`src/mcc_consts.svh`:
```
`ifndef MCC_CONSTS_SVH
`define MCC_CONSTS_SVH

`define MCC_CLK_NS          25
`define MCC_DEBOUNCE_NS     5000000
`define MCC_FLASH_NS        250000000
`define MCC_DEBOUNCE_CYC    ((`MCC_DEBOUNCE_NS + `MCC_CLK_NS - 1) / `MCC_CLK_NS)
`define MCC_FLASH_CYC       (`MCC_FLASH_NS / `MCC_CLK_NS)

`define MCC_OFS_STATUS      8'h00
`define MCC_OFS_CTRL        8'h04
`define MCC_OFS_OPTS        8'h08

`define MCC_CTRL_ON_BIT     0
`define MCC_CTRL_PGM_BIT    1
`define MCC_CTRL_AUD_BIT    2
`define MCC_CTRL_MIC_BIT    3
`define MCC_CTRL_PFL_BIT    4

`define MCC_SEL_NONE        2'h0
`define MCC_SEL_FIRST       2'h1
`define MCC_SEL_SECOND      2'h2

`define MCC_RESP_OKAY       2'h0
`define MCC_RESP_SLVERR     2'h2

`endif

```
`src/mcc_pkg.sv`:
```
`default_nettype none
package mcc_pkg;

	typedef enum logic [2:0] {MCC_OFF, MCC_UNROUTED, MCC_ARMED, MCC_LIVE} mcc_state_t;

	typedef struct packed {
		logic cough_n;
		logic talkback_en_n;
		logic fader_open;
		logic on_btn;
		logic pgm_btn;
		logic aud_btn;
		logic mic_btn;
		logic pfl_btn;
	} mcc_panel_t;

	typedef struct packed {
		logic       cue1_latch_option;
		logic       cue2_latch_option;
		logic       start_behaviour_option;
		logic       listen_cancel_option;
		logic [1:0] mic1_mute_select;
		logic [1:0] mic2_mute_select;
		logic [1:0] talkback_source_select;
		logic       special_logic_link_a;
		logic       special_logic_link_b;
	} mcc_opt_t;

	typedef struct packed {
		logic led_red;
		logic led_green;
		logic pgm_led;
		logic aud_led;
		logic mic2_led;
		logic pfl_led;
		logic pgm_route;
		logic aud_route;
		logic start_trigger;
		logic cue1_light;
		logic cue2_light;
		logic mute_control_room;
		logic mute_studio;
		logic talkback_mic1;
		logic talkback_mic2;
		logic cough_active;
		logic special_logic;
	} mcc_out_t;

	typedef struct packed {
		logic        awvalid;
		logic [7:0]  awaddr;
		logic        wvalid;
		logic [31:0] wdata;
		logic [3:0]  wstrb;
		logic        bready;
		logic        arvalid;
		logic [7:0]  araddr;
		logic        rready;
	} mcc_axi_req_t;

	typedef struct packed {
		logic        awready;
		logic        wready;
		logic        bvalid;
		logic [1:0]  bresp;
		logic        arready;
		logic        rvalid;
		logic [31:0] rdata;
		logic [1:0]  rresp;
	} mcc_axi_rsp_t;

endpackage
`default_nettype wire

```
`src/mcc_channel.sv`:
```
// Functional notes
// - On-button indicator is dark whenever the channel is off.
// - Indicator flashes red when switched on with the fader down and without program or audition routing.
// - Steady red when on and routed with the fader still down.
// - Raising the fader while armed turns the indicator green, channel live.
// - With fader already up, on presses toggle between off-dark and on-green.
// - Remote start triggers only while fader up and channel green, unless the start option is set.
// - First cue light on while first microphone selected, channel on and fader up, latched or momentary.
// - Second cue light likewise with the second microphone selected, with its own latch option.
// - Start option gives continuous momentary start from the on button.
// - Listen toggles per press; cancel option clears it when fader up and on.
// - Talkback-enable input low adds the microphone to the talkback bus.
// - Live first microphone mutes control room, studio or nothing per option.
// - Live second microphone mutes control room, studio or nothing per option.
// - Talkback source is first, second or no microphone per option.
// - Option inputs and links set behaviour; both special links flag custom logic.
// - Program routing presses are ignored while live.
// - Microphone select presses are ignored while live.
// - Channel routes to outputs only with fader open, on and a routing selected.
//
// The placing of the registers and register access over AXI4-Lite were chosen for this implementation.
`timescale 1ns/1ps
`default_nettype none
`include "mcc_consts.svh"
module mcc_channel import mcc_pkg::*; #(
	parameter int unsigned DEBOUNCE_CYCLES = `MCC_DEBOUNCE_CYC,
	parameter int unsigned FLASH_CYCLES    = `MCC_FLASH_CYC
) (
	input  wire logic         clock,
	input  wire logic         rstn,
	input  wire logic         ce,
	input  wire mcc_panel_t   panel,
	input  wire mcc_opt_t     opt,
	input  wire mcc_axi_req_t axi_req,
	output var  mcc_axi_rsp_t axi_rsp,
	output var  mcc_out_t     ctl_out
);
	typedef struct packed {
		mcc_state_t   st;
		logic         program_bus_select;
		logic         audition_bus_select;
		logic         mic2;
		logic         pfl;
		logic         flash;
		logic [27:0]  flash_cnt;
		logic [4:0]   sw_press;
		mcc_opt_t     opt_stage_a;
		mcc_opt_t     opt_stage_b;
		logic         aw_got;
		logic         w_got;
		logic [7:0]   awaddr;
		logic [31:0]  wdata;
		logic [3:0]   wstrb;
		mcc_axi_rsp_t rsp;
		mcc_out_t     out;
	} mcc_core_t;

	mcc_core_t  s_q;
	mcc_core_t  s_d;
	mcc_panel_t lvl;
	mcc_panel_t rise;

	// Every pin is synchronised and filtered; idle-high remote inputs reset to their inactive level.
	for (genvar i = 0; i < 8; i++) begin : g_db
		mcc_debounce #(
			.CYC     (DEBOUNCE_CYCLES),
			.RST_VAL (i >= 6)
		) u_db (
			.clock   (clock),
			.rstn    (rstn),
			.ce      (ce),
			.raw     (panel[i]),
			.level_q (lvl[i]),
			.rise_q  (rise[i])
		);
	end

	function automatic logic routed(input logic program_bus_select, input logic audition_bus_select);
		return program_bus_select | audition_bus_select;
	endfunction

	function automatic logic reg_hit(input logic [7:0] a, input logic [7:0] ofs);
		return a[7:2] == ofs[7:2];
	endfunction

	logic       on_press;
	logic       pgm_press;
	logic       aud_press;
	logic       mic_press;
	logic       pfl_press;
	logic       fader;
	logic       live_d;
	logic       mic1_live;
	logic       mic2_live;
	mcc_opt_t   o;
	logic [31:0] rd;
	logic        rd_ok;

	always_comb begin
		s_d         = s_q;
		o           = s_q.opt_stage_b;
		fader       = lvl.fader_open;
		on_press    = rise.on_btn | s_q.sw_press[`MCC_CTRL_ON_BIT];
		pgm_press   = rise.pgm_btn | s_q.sw_press[`MCC_CTRL_PGM_BIT];
		aud_press   = rise.aud_btn | s_q.sw_press[`MCC_CTRL_AUD_BIT];
		mic_press   = rise.mic_btn | s_q.sw_press[`MCC_CTRL_MIC_BIT];
		pfl_press   = rise.pfl_btn | s_q.sw_press[`MCC_CTRL_PFL_BIT];
		s_d.opt_stage_a = opt;
		s_d.opt_stage_b = s_q.opt_stage_a;
		s_d.sw_press = 5'h0;

		if (s_q.flash_cnt >= 28'(FLASH_CYCLES - 1)) begin
			s_d.flash_cnt = 28'h0;
			s_d.flash     = !s_q.flash;
		end else begin
			s_d.flash_cnt = s_q.flash_cnt + 28'h1;
		end

		if (pgm_press && s_q.st != MCC_LIVE) begin
			s_d.program_bus_select = !s_q.program_bus_select;
		end
		if (aud_press) begin
			s_d.audition_bus_select = !s_q.audition_bus_select;
		end
		if (mic_press && s_q.st != MCC_LIVE) begin
			s_d.mic2 = !s_q.mic2;
		end

		case (s_q.st)
			MCC_OFF: begin
				if (on_press) begin
					if (fader) begin
						s_d.st = MCC_LIVE;
					end else if (routed(s_d.program_bus_select, s_d.audition_bus_select)) begin
						s_d.st = MCC_ARMED;
					end else begin
						s_d.st = MCC_UNROUTED;
					end
				end
			end
			MCC_UNROUTED: begin
				if (on_press) begin
					s_d.st = MCC_OFF;
				end else if (routed(s_d.program_bus_select, s_d.audition_bus_select)) begin
					s_d.st = MCC_ARMED;
				end
			end
			MCC_ARMED: begin
				if (on_press) begin
					s_d.st = MCC_OFF;
				end else if (!routed(s_d.program_bus_select, s_d.audition_bus_select)) begin
					s_d.st = MCC_UNROUTED;
				end else if (fader) begin
					s_d.st = MCC_LIVE;
				end
			end
			MCC_LIVE: begin
				if (on_press) begin
					s_d.st = MCC_OFF;
				end else if (!fader) begin
					s_d.st = routed(s_d.program_bus_select, s_d.audition_bus_select) ? MCC_ARMED : MCC_UNROUTED;
				end
			end
			default: begin
				s_d.st = MCC_OFF;
			end
		endcase

		// Cancel beats a press in the same cycle so a listen cannot survive the fader going up.
		live_d = (s_d.st == MCC_LIVE) && fader;
		if (o.listen_cancel_option && fader && s_d.st != MCC_OFF) begin
			s_d.pfl = 1'b0;
		end else if (pfl_press) begin
			s_d.pfl = !s_q.pfl;
		end

		mic1_live = live_d && !s_d.mic2;
		mic2_live = live_d && s_d.mic2;

		s_d.out.led_red   = (s_d.st == MCC_UNROUTED) ? s_d.flash : (s_d.st == MCC_ARMED);
		s_d.out.led_green = (s_d.st == MCC_LIVE);
		s_d.out.pgm_led   = s_d.program_bus_select;
		s_d.out.aud_led   = s_d.audition_bus_select;
		s_d.out.mic2_led  = s_d.mic2;
		s_d.out.pfl_led   = s_d.pfl;
		s_d.out.pgm_route = fader && s_d.st != MCC_OFF && s_d.program_bus_select;
		s_d.out.aud_route = fader && s_d.st != MCC_OFF && s_d.audition_bus_select;
		s_d.out.start_trigger = o.start_behaviour_option ? (lvl.on_btn && s_d.st != MCC_OFF) : live_d;
		s_d.out.cue1_light = !s_d.mic2 && fader && s_d.st != MCC_OFF
			&& (o.cue1_latch_option || lvl.on_btn);
		s_d.out.cue2_light = s_d.mic2 && fader && s_d.st != MCC_OFF
			&& (o.cue2_latch_option || lvl.on_btn);
		s_d.out.mute_control_room = (mic1_live && o.mic1_mute_select == `MCC_SEL_FIRST)
			|| (mic2_live && o.mic2_mute_select == `MCC_SEL_FIRST);
		s_d.out.mute_studio = (mic1_live && o.mic1_mute_select == `MCC_SEL_SECOND)
			|| (mic2_live && o.mic2_mute_select == `MCC_SEL_SECOND);
		s_d.out.talkback_mic1 = !lvl.talkback_en_n && o.talkback_source_select == `MCC_SEL_FIRST;
		s_d.out.talkback_mic2 = !lvl.talkback_en_n && o.talkback_source_select == `MCC_SEL_SECOND;
		s_d.out.cough_active  = !lvl.cough_n;
		s_d.out.special_logic = o.special_logic_link_a && o.special_logic_link_b;

		// Register slave: address and data are taken in either order, one write and one read at a time.
		if (axi_req.awvalid && s_q.rsp.awready) begin
			s_d.aw_got      = 1'b1;
			s_d.awaddr      = axi_req.awaddr;
			s_d.rsp.awready = 1'b0;
		end
		if (axi_req.wvalid && s_q.rsp.wready) begin
			s_d.w_got      = 1'b1;
			s_d.wdata      = axi_req.wdata;
			s_d.wstrb      = axi_req.wstrb;
			s_d.rsp.wready = 1'b0;
		end
		if (s_q.aw_got && s_q.w_got && !s_q.rsp.bvalid) begin
			s_d.aw_got     = 1'b0;
			s_d.w_got      = 1'b0;
			s_d.rsp.bvalid = 1'b1;
			if (reg_hit(s_q.awaddr, `MCC_OFS_CTRL)) begin
				s_d.rsp.bresp = `MCC_RESP_OKAY;
				if (s_q.wstrb[0]) begin
					s_d.sw_press = s_q.wdata[4:0];
				end
			end else if (reg_hit(s_q.awaddr, `MCC_OFS_STATUS) || reg_hit(s_q.awaddr, `MCC_OFS_OPTS)) begin
				s_d.rsp.bresp = `MCC_RESP_OKAY;
			end else begin
				s_d.rsp.bresp = `MCC_RESP_SLVERR;
			end
		end
		if (s_q.rsp.bvalid && axi_req.bready) begin
			s_d.rsp.bvalid  = 1'b0;
			s_d.rsp.awready = 1'b1;
			s_d.rsp.wready  = 1'b1;
		end

		rd_ok = 1'b1;
		if (reg_hit(axi_req.araddr, `MCC_OFS_STATUS)) begin
			rd = {12'h0, 3'(s_q.st), s_q.out};
		end else if (reg_hit(axi_req.araddr, `MCC_OFS_CTRL)) begin
			rd = 32'h0;
		end else if (reg_hit(axi_req.araddr, `MCC_OFS_OPTS)) begin
			rd = {20'h0, s_q.opt_stage_b};
		end else begin
			rd    = 32'h0;
			rd_ok = 1'b0;
		end
		if (axi_req.arvalid && s_q.rsp.arready) begin
			s_d.rsp.arready = 1'b0;
			s_d.rsp.rvalid  = 1'b1;
			s_d.rsp.rdata   = rd;
			s_d.rsp.rresp   = rd_ok ? `MCC_RESP_OKAY : `MCC_RESP_SLVERR;
		end
		if (s_q.rsp.rvalid && axi_req.rready) begin
			s_d.rsp.rvalid  = 1'b0;
			s_d.rsp.arready = 1'b1;
		end
	end

	always_ff @(posedge clock) begin
		if (!rstn) begin
			s_q             <= '0;
			s_q.st          <= MCC_OFF;
			s_q.rsp.awready <= 1'b1;
			s_q.rsp.wready  <= 1'b1;
			s_q.rsp.arready <= 1'b1;
		end else if (ce) begin
			s_q <= s_d;
		end
	end

	assign axi_rsp = s_q.rsp;
	assign ctl_out = s_q.out;
endmodule // mcc_channel
`default_nettype wire

```
`src/mcc_debounce.sv`:
```
`timescale 1ns/1ps
`default_nettype none
module mcc_debounce import mcc_pkg::*; #(
	parameter int unsigned CYC     = 200000,
	parameter logic        RST_VAL = 1'b0
) (
	input  wire logic clock,
	input  wire logic rstn,
	input  wire logic ce,
	input  wire logic raw,
	output var  logic level_q,
	output var  logic rise_q
);
	typedef struct packed {
		logic        stage_a;
		logic        stage_b;
		logic        level;
		logic        rise;
		logic [17:0] cnt;
	} mcc_db_t;

	mcc_db_t s_q;
	mcc_db_t s_d;

	// A change is accepted only after it has held for the whole window, so contact bounce never toggles twice.
	always_comb begin
		s_d      = s_q;
		s_d.stage_a = raw;
		s_d.stage_b = s_q.stage_a;
		s_d.rise    = 1'b0;
		if (s_q.stage_b == s_q.level) begin
			s_d.cnt = 18'h0;
		end else if (s_q.cnt >= 18'(CYC - 1)) begin
			s_d.cnt   = 18'h0;
			s_d.level = s_q.stage_b;
			s_d.rise  = s_q.stage_b;
		end else begin
			s_d.cnt = s_q.cnt + 18'h1;
		end
	end

	always_ff @(posedge clock) begin
		if (!rstn) begin
			s_q <= '{stage_a: RST_VAL, stage_b: RST_VAL, level: RST_VAL, rise: 1'b0, cnt: 18'h0};
		end else if (ce) begin
			s_q <= s_d;
		end
	end

	assign level_q = s_q.level;
	assign rise_q  = s_q.rise;
endmodule // mcc_debounce
`default_nettype wire

```
`config.mk`:
```
export PLATFORM = sky130hd
export DESIGN_NAME = mcc_channel
export DESIGN_NICKNAME = d
export VERILOG_FILES = /design/src/mcc_pkg.sv /design/src/mcc_channel.sv /design/src/mcc_debounce.sv
export VERILOG_INCLUDE_DIRS = /design/src
export SDC_FILE = /design/constraint.sdc
export NUM_CORES = 1
export LEC_CHECK = 0
export ABC_AREA = 1
export ABC_CLOCK_PERIOD_IN_PS = 2000
export CAP_MARGIN = 20
export CORE_MARGIN = 2
export CORE_UTILIZATION = 45
export DETAILED_ROUTE_END_ITERATION = 12
export DONT_BUFFER_PORTS = 1
export RECOVER_POWER = 25
export SLEW_MARGIN = 0
export SYNTH_ARGS = -nofsm -noshare
export SYNTH_HDL_FRONTEND = slang
export SYNTH_SLANG_ARGS = --single-unit
```
`constraint.sdc`:
```
create_clock -name clock -period 2 [get_ports clock]
set_clock_uncertainty 0.2 [all_clocks]
set_input_delay 0.3 -clock clock [delete_from_list [all_inputs] [get_ports clock]]
set_output_delay 0.3 -clock clock [all_outputs]
set_load 0.02 [all_outputs]
```
==> impl_metrics.ini, run 1 <==
[power]
p_sw_w = 0.002849
p_leak_nw = 6.307
seq_power_share_pct = 48.4
pwr-share-comb_pct = 4.9
swShare_pct = 22.96
powerDensity_nw_per_um2 = 706.6
peakVddDrop_uv = 586.5
pwr-share-clk_pct = 46.7
p_total_w = 0.01241
p_int_w = 0.009562

[floorplan]
dieArea_um2 = 33440
die_h_um = 182.9
start_util_pct = 45.63
core-area_um2 = 31560
placementRows = 65
io_pins = 138
fp.dieW_um = 182.9

[outcome]
violations = hold timing
run_status = finished, violations left

[synthesis]
synth_seq_cells = 292
synth_area_per_cell_um2 = 7.145
yosysSeqAreaShare_pct = 40.60
yosysWarningCount = 0
syn_area_um2 = 14400
yosys.cell_types.count = 52
synthesis.instances = 2015
async_flop_share_pct = 0
synth-edff-count = 0
synth_ff_type = dfxtp_1

[sta]
period_minus_slack_ns = 1.939
finalCritPeriodShare_pct = 96.96
slew_headroom_pct = 46.47
finalWorstSetupSlack_ns = 0.06087
setup_viol = 0
rsz0062_at_grt = yes
clock.fmax_mhz = 515.7
hold-worst-slack_ns = -0.2582
worst_pin_slew_ns = 0.8029
slew_viol_final = 0
hold_viol = 90

[cells_and_area]
area_growth_pct = 21.99
layout_commonest_cell = nand2_1
fin_nets = 2225
stdcell_count = 2556
final_cell_area_um2 = 17560
layout_common_cells = 326 x nand2_1, 265 x dfxtp_1, 240 x inv_1
drive_gt1_share_pct = 16.02

[global_routing]
grt_pass1_vias = 12770
antenna_found_initial = 2
grt_pass1_wl_um = 61540
grt_use_total_pct = 21.87
grt_overflow = 0
grt_max_degree = 122

[critical_path]
worstSetupPathType = reg2reg
cp.required_ns = 2.19
endpoint_kind = register
cp_max_fo = 3
start_kind = register
arrival_ns = 2.13

[clock_network]
cts_buffers = 34
clockBufferDepth = 3
tritoncts = yes
path_clk_slew_ns = 0.05
cts-root-buf = clkbuf_16
cts_sinks = 292
htree_levels = 2
insertion_delay_ns = 0.51

[placed_design]
gp_congestion = 0.8538
dp_hpwl_um = 23920
portBuffers = 0
post-place-ws_ns = 0.03147
post_dp_cell_area_um2 = 15160
dp_cells = 2414

[job]
max_cap_violations = 0

[routing]
wl_per_cell_um = 14.56
ant_nets = 0
dr.pass1.iters = 5
drc = 0
first_iter_violations = 796
wirelength_um = 37220
vias = 13730
viasPerCell = 5.371

[hold_path]
hp-class = in2reg
## worst max-delay path: stages, from the launching register on
cell and delay [ns]:
dfxtp_2 0.35, buf_4 0.13, nand3_2 0.09, nor2_2 0.16, nand2_2 0.10, nor2_1 0.09, nand3b_1 0.10, dlygate4sd3_1 0.55
o22ai_1 0.07
## worst paths after layout
path	from	end	slack (ns)	cells past startpoint
max	g_db[6].u_db.s_q[1]$_SDFFE_PN0P_	g_db[6].u_db.s_q[5]$_SDFFE_PN0P_	0.06	8
min	rstn	g_db[7].u_db.level_q$_SDFFE_PN1P_	-0.26	1
max reg2reg	g_db[6].u_db.s_q[1]$_SDFFE_PN0P_	g_db[6].u_db.s_q[5]$_SDFFE_PN0P_	0.06	8
min reg2reg	g_db[7].u_db.s_d[20]$_SDFFE_PN1P_	g_db[7].u_db.s_q[20]$_SDFFE_PN1P_	0.25	2
## per-stage QoR
step,utilization (%),setup TNS (ns)
floorplan,-,0
global placement,48.03,0
detailed placement,48.03,0
CTS,53.66,0
global route,55.66,-0.1799
finish,55.66,0
## cell type report
cell class / instances / area, um2
Multi-Input combinational cell: 1351 / 7387
Clock buffer: 48 / 984.7
Timing Repair Buffer: 197 / 1764
Sequential cell: 292 / 5894
Fill cell: 2941 / 13990
Inverter: 260 / 978.4
Tap cell: 402 / 503.0
Antenna cell: 1 / 2.502
Clock inverter: 5 / 50.05
## state kept, by name, summed over array words and instances (netlist names)
| register | flops |
|---|---|
| g_db.u_db.level_q | 8 |
| axi_rsp | 27 |
| g_db.u_db.s_q | 152 |
| s_q | 51 |
| g_db.u_db.s_d | 8 |
| s_d | 12 |
| ctl_out | 17 |
| g_db.u_db.rise_q | 5 |
| o | 12 |
## synthesized netlist by cell type (4+ instances only)
cell type	instances	share of area [%]
a21oi_1	95	3.3
a22oi_1	5	0.26
a31oi_1	11	0.48
a32o_1	4	0.28
buf_1	11	0.29
buf_2	10	0.35
buf_4	60	3.1
clkbuf_1	44	1.1
dfxtp_1	292	41
ha_1	9	0.78
inv_1	248	6.5
inv_2	12	0.31
nand2_1	337	8.8
nand2_2	6	0.26
nand3_1	168	5.8
nand3_2	6	0.42
nand3b_1	9	0.47
nand4_1	48	2.1
nor2_1	190	5.0
nor2_2	19	0.83
nor2_4	5	0.39
nor3_1	45	1.6
nor3b_1	4	0.21
nor4_1	19	0.83
o211ai_1	9	0.47
o21a_1	9	0.47
o21ai_0	158	5.5
o21ai_1	6	0.21
o221ai_1	12	0.73
o22ai_1	76	3.3
o31ai_1	13	0.68
xnor2_1	13	0.79
xor2_1	36	2.2
## logic make-up (layout without fill, tap and decap cells)
kind of cell | count (synthesis) | after routing | synth area share (%)
xor gates and xnor gates | 49 | 49 | 2.981
and+or+nand+nor | 868 | 868 | 27.48
buffers and inverters | 385 | 510 | 11.69
other | 1 | 15 | 0.02605
DFF | 292 | 292 | 40.60
adders and majority gates | 9 | 9 | 0.7821
AOI/OAI and AO/OA | 411 | 411 | 16.44
## power by group through the flow
stage | clock network [W] | registers, W | logic [W]
floorplan | 0 | 0.00608 | 0.000473
global placement | 0 | 0.00614 | 0.000465
detailed placement | 0 | 0.00614 | 0.000471
CTS | 0.00594 | 0.00601 | 0.000601
global route | 0.00618 | 0.00602 | 0.000673
finish | 0.00579 | 0.00601 | 0.000609
## layer usage
metal | routed length (um) | GRT usage (%) | vias to the layer above
met5 | 13 | 0 | -
met4 | 827 | 5.920 | 2
met3 | 1419 | 2.939 | 69
met2 | 17320 | 37.08 | 256
met1 | 17630 | 29.34 | 6449
li1 | - | - | 6952
## repair_timing
| action | CTS | global route |
|---|---|---|
| hold buffers | 73 | 2 |
| setup buffers | 0 | 15 |
| endpoints found under the hold margin | 201 | 97 |
| endpoints found under the setup margin | 1 | 155 |
| pin swaps | 0 | 45 |
| resized for setup | 1 | 154 |
No activity file was read; power rests on OpenSTA's default activity.
==> run 2, diff against run 1 <==
--- a/config.mk
+++ b/config.mk
@@ -9,10 +9,13 @@
 export ABC_AREA = 1
 export ABC_CLOCK_PERIOD_IN_PS = 2000
 export CAP_MARGIN = 20
+export CELL_PAD_IN_SITES_DETAIL_PLACEMENT = 0
+export CELL_PAD_IN_SITES_GLOBAL_PLACEMENT = 1
 export CORE_MARGIN = 2
-export CORE_UTILIZATION = 45
+export CORE_UTILIZATION = 42
 export DETAILED_ROUTE_END_ITERATION = 12
 export DONT_BUFFER_PORTS = 1
+export PLACE_DENSITY = 0.86
 export RECOVER_POWER = 25
 export SLEW_MARGIN = 0
 export SYNTH_ARGS = -nofsm -noshare
==> run 2 against run 1 <==
Net effect:
- the run still ends with hold timing left
- clock power is 6.4% higher
- core utilization is 2.7 points lower
- sequential power hardly changed
- cell area is 1.4% higher
- largest cell class unchanged
- setup slack worse by 0.037 ns
- combinational power is 3% higher
- sequential share of layout area is 0.46 points lower
- highest routed layer is now met4
- power is 3.1% higher
- maximum frequency is 1.9% lower
==> impl_metrics.ini, run 2 (same netlist as run 1, synthesis figures left out) <==
[sta]
setup_viol = 0
slew_headroom_pct = 58.92
finalCritPeriodShare_pct = 98.83
rsz0062_at_grt = yes
finalWorstSetupSlack_ns = 0.02345
hold_viol = 116
finalSetupTns_ns = 0
hold-worst-slack_ns = -0.3095
clock.fmax_mhz = 505.9
period_minus_slack_ns = 1.977
worst_pin_slew_ns = 0.6142
slew_viol_final = 0

[routing]
dr.pass1.iters = 7
viasPerCell = 5.291
vias = 13850
ant_nets = 0
first_iter_violations = 795
drc = 0
wirelength_um = 38550
wl_per_cell_um = 14.73

[clock_network]
cts-root-buf = clkbuf_16
cts_buffers = 30
tritoncts = yes
htree_levels = 1
insertion_delay_ns = 0.56
clockBufferDepth = 3
path_clk_slew_ns = 0.07
cts_sinks = 292

[cells_and_area]
drive_gt1_share_pct = 16.87
regMostFlops = g_db.u_db.s_q
fill_cells = 3215
largest_reg_flops = 152
seqCellArea_um2 = 5893
multi_input_area_um2 = 7410
fin_nets = 2234
area_growth_pct = 23.65
stdcell_count = 2618
layout_commonest_cell = nand2_1
layout_common_cells = 325 x nand2_1, 262 x dfxtp_1, 243 x inv_1

[floorplan]
core-area_um2 = 33620
die_h_um = 189.2
start_util_pct = 42.83
placementRows = 67
dieArea_um2 = 35780
io_pins = 138
fp.dieW_um = 189.2

[power]
powerDensity_nw_per_um2 = 718.6
seq_power_share_pct = 47.0
p_total_w = 0.01279
pwr-share-comb_pct = 4.9
swShare_pct = 22.75
p_leak_nw = 6.461
pwr-share-clk_pct = 48.1
peakVddDrop_uv = 775.6
p_sw_w = 0.002910
p_int_w = 0.009883

[placed_design]
dp_hpwl_um = 24340
portBuffers = 0
gp_congestion = 0.8530
dp_cells = 2467
post-place-ws_ns = -0.2485

[outcome]
violations = hold timing
run_status = finished, violations left

[critical_path]
arrival_ns = 2.21
cp.required_ns = 2.24
endpoint_kind = register
start_kind = register
cp_max_fo = 3
worstSetupPathType = reg2reg
reg2reg_depth = 10

[job]
max_cap_violations = 0

[hold_path]
hp-class = in2reg
min_delay_path_depth = 1

[global_routing]
grt_pass1_wl_um = 61800
grt_pass1_vias = 12980
grt_overflow = 0
grt_use_total_pct = 20.45
antenna_found_initial = 1
grt_max_degree = 122
[run 2: cell type report]
type,instances,share of cell area (%)
Clock buffer,42,4.983
Timing Repair Buffer,210,10.46
Tap cell,448,3.149
Multi-Input combinational cell,1351,41.62
Clock inverter,14,1.146
Inverter,260,5.524
Antenna cell,1,0.01406
Sequential cell,292,33.10
[run 2: power groups by stage]
| stage | Clock (W) | Sequential (W) | Combinational (W) |
|---|---|---|---|
| floorplan | 0 | 0.00608 | 0.000473 |
| global placement | 0 | 0.00614 | 0.000469 |
| detailed placement | 0 | 0.00614 | 0.000477 |
| CTS | 0.00625 | 0.00601 | 0.000613 |
| global route | 0.00650 | 0.00602 | 0.000689 |
| finish | 0.00616 | 0.00601 | 0.000627 |
[run 2: path summary, 6_finish.rpt]
check                              startpoint                                 to  slack (ns)
max reg2reg  g_db[5].u_db.s_q[1]$_SDFFE_PN0P_  g_db[5].u_db.s_q[12]$_SDFFE_PN0P_        0.02
max          g_db[5].u_db.s_q[1]$_SDFFE_PN0P_  g_db[5].u_db.s_q[12]$_SDFFE_PN0P_        0.02
min                                      rstn  g_db[6].u_db.level_q$_SDFFE_PN1P_       -0.31
min reg2reg             s_q[157]$_SDFFE_PN0P_              s_q[157]$_SDFFE_PN0P_        0.25
[run 2: repair_timing]
item,in CTS,in global routing
setup endpoints to repair,10,146
hold buffers,69,1
pin swaps,6,47
gates resized for setup,7,157
hold endpoints to repair,242,117
setup buffers,5,20
[run 2: stage by stage]
step	utilization (%)	area [um2]
5_1_grt	52.96	17800
2_1_floorplan	-	14450
4_1_cts	50.97	17140
3_3_place_gp	45.45	15280
3_5_place_dp	45.45	15280
6_report	52.96	17800
[run 2: routing by layer]
metal / routed length [um] / global-route usage (%) / vias to the layer above
met4: 673 / 4.477 / 0
met3: 1688 / 2.799 / 51
met2: 18250 / 35.01 / 279
li1: - / - / 6974
met5: 0 / 0 / -
met1: 17940 / 27.39 / 6549
[run 2: worst max-delay path, stage by stage (launching register included)]
cell	delay, ns
dfxtp_4	0.37
ha_4	0.15
nand2_4	0.05
nor2_4	0.12
nand2_2	0.07
nor2_2	0.13
nand4_1	0.14
nor2_2	0.19
buf_4	0.13
xor2_1	0.18
o22ai_1	0.11
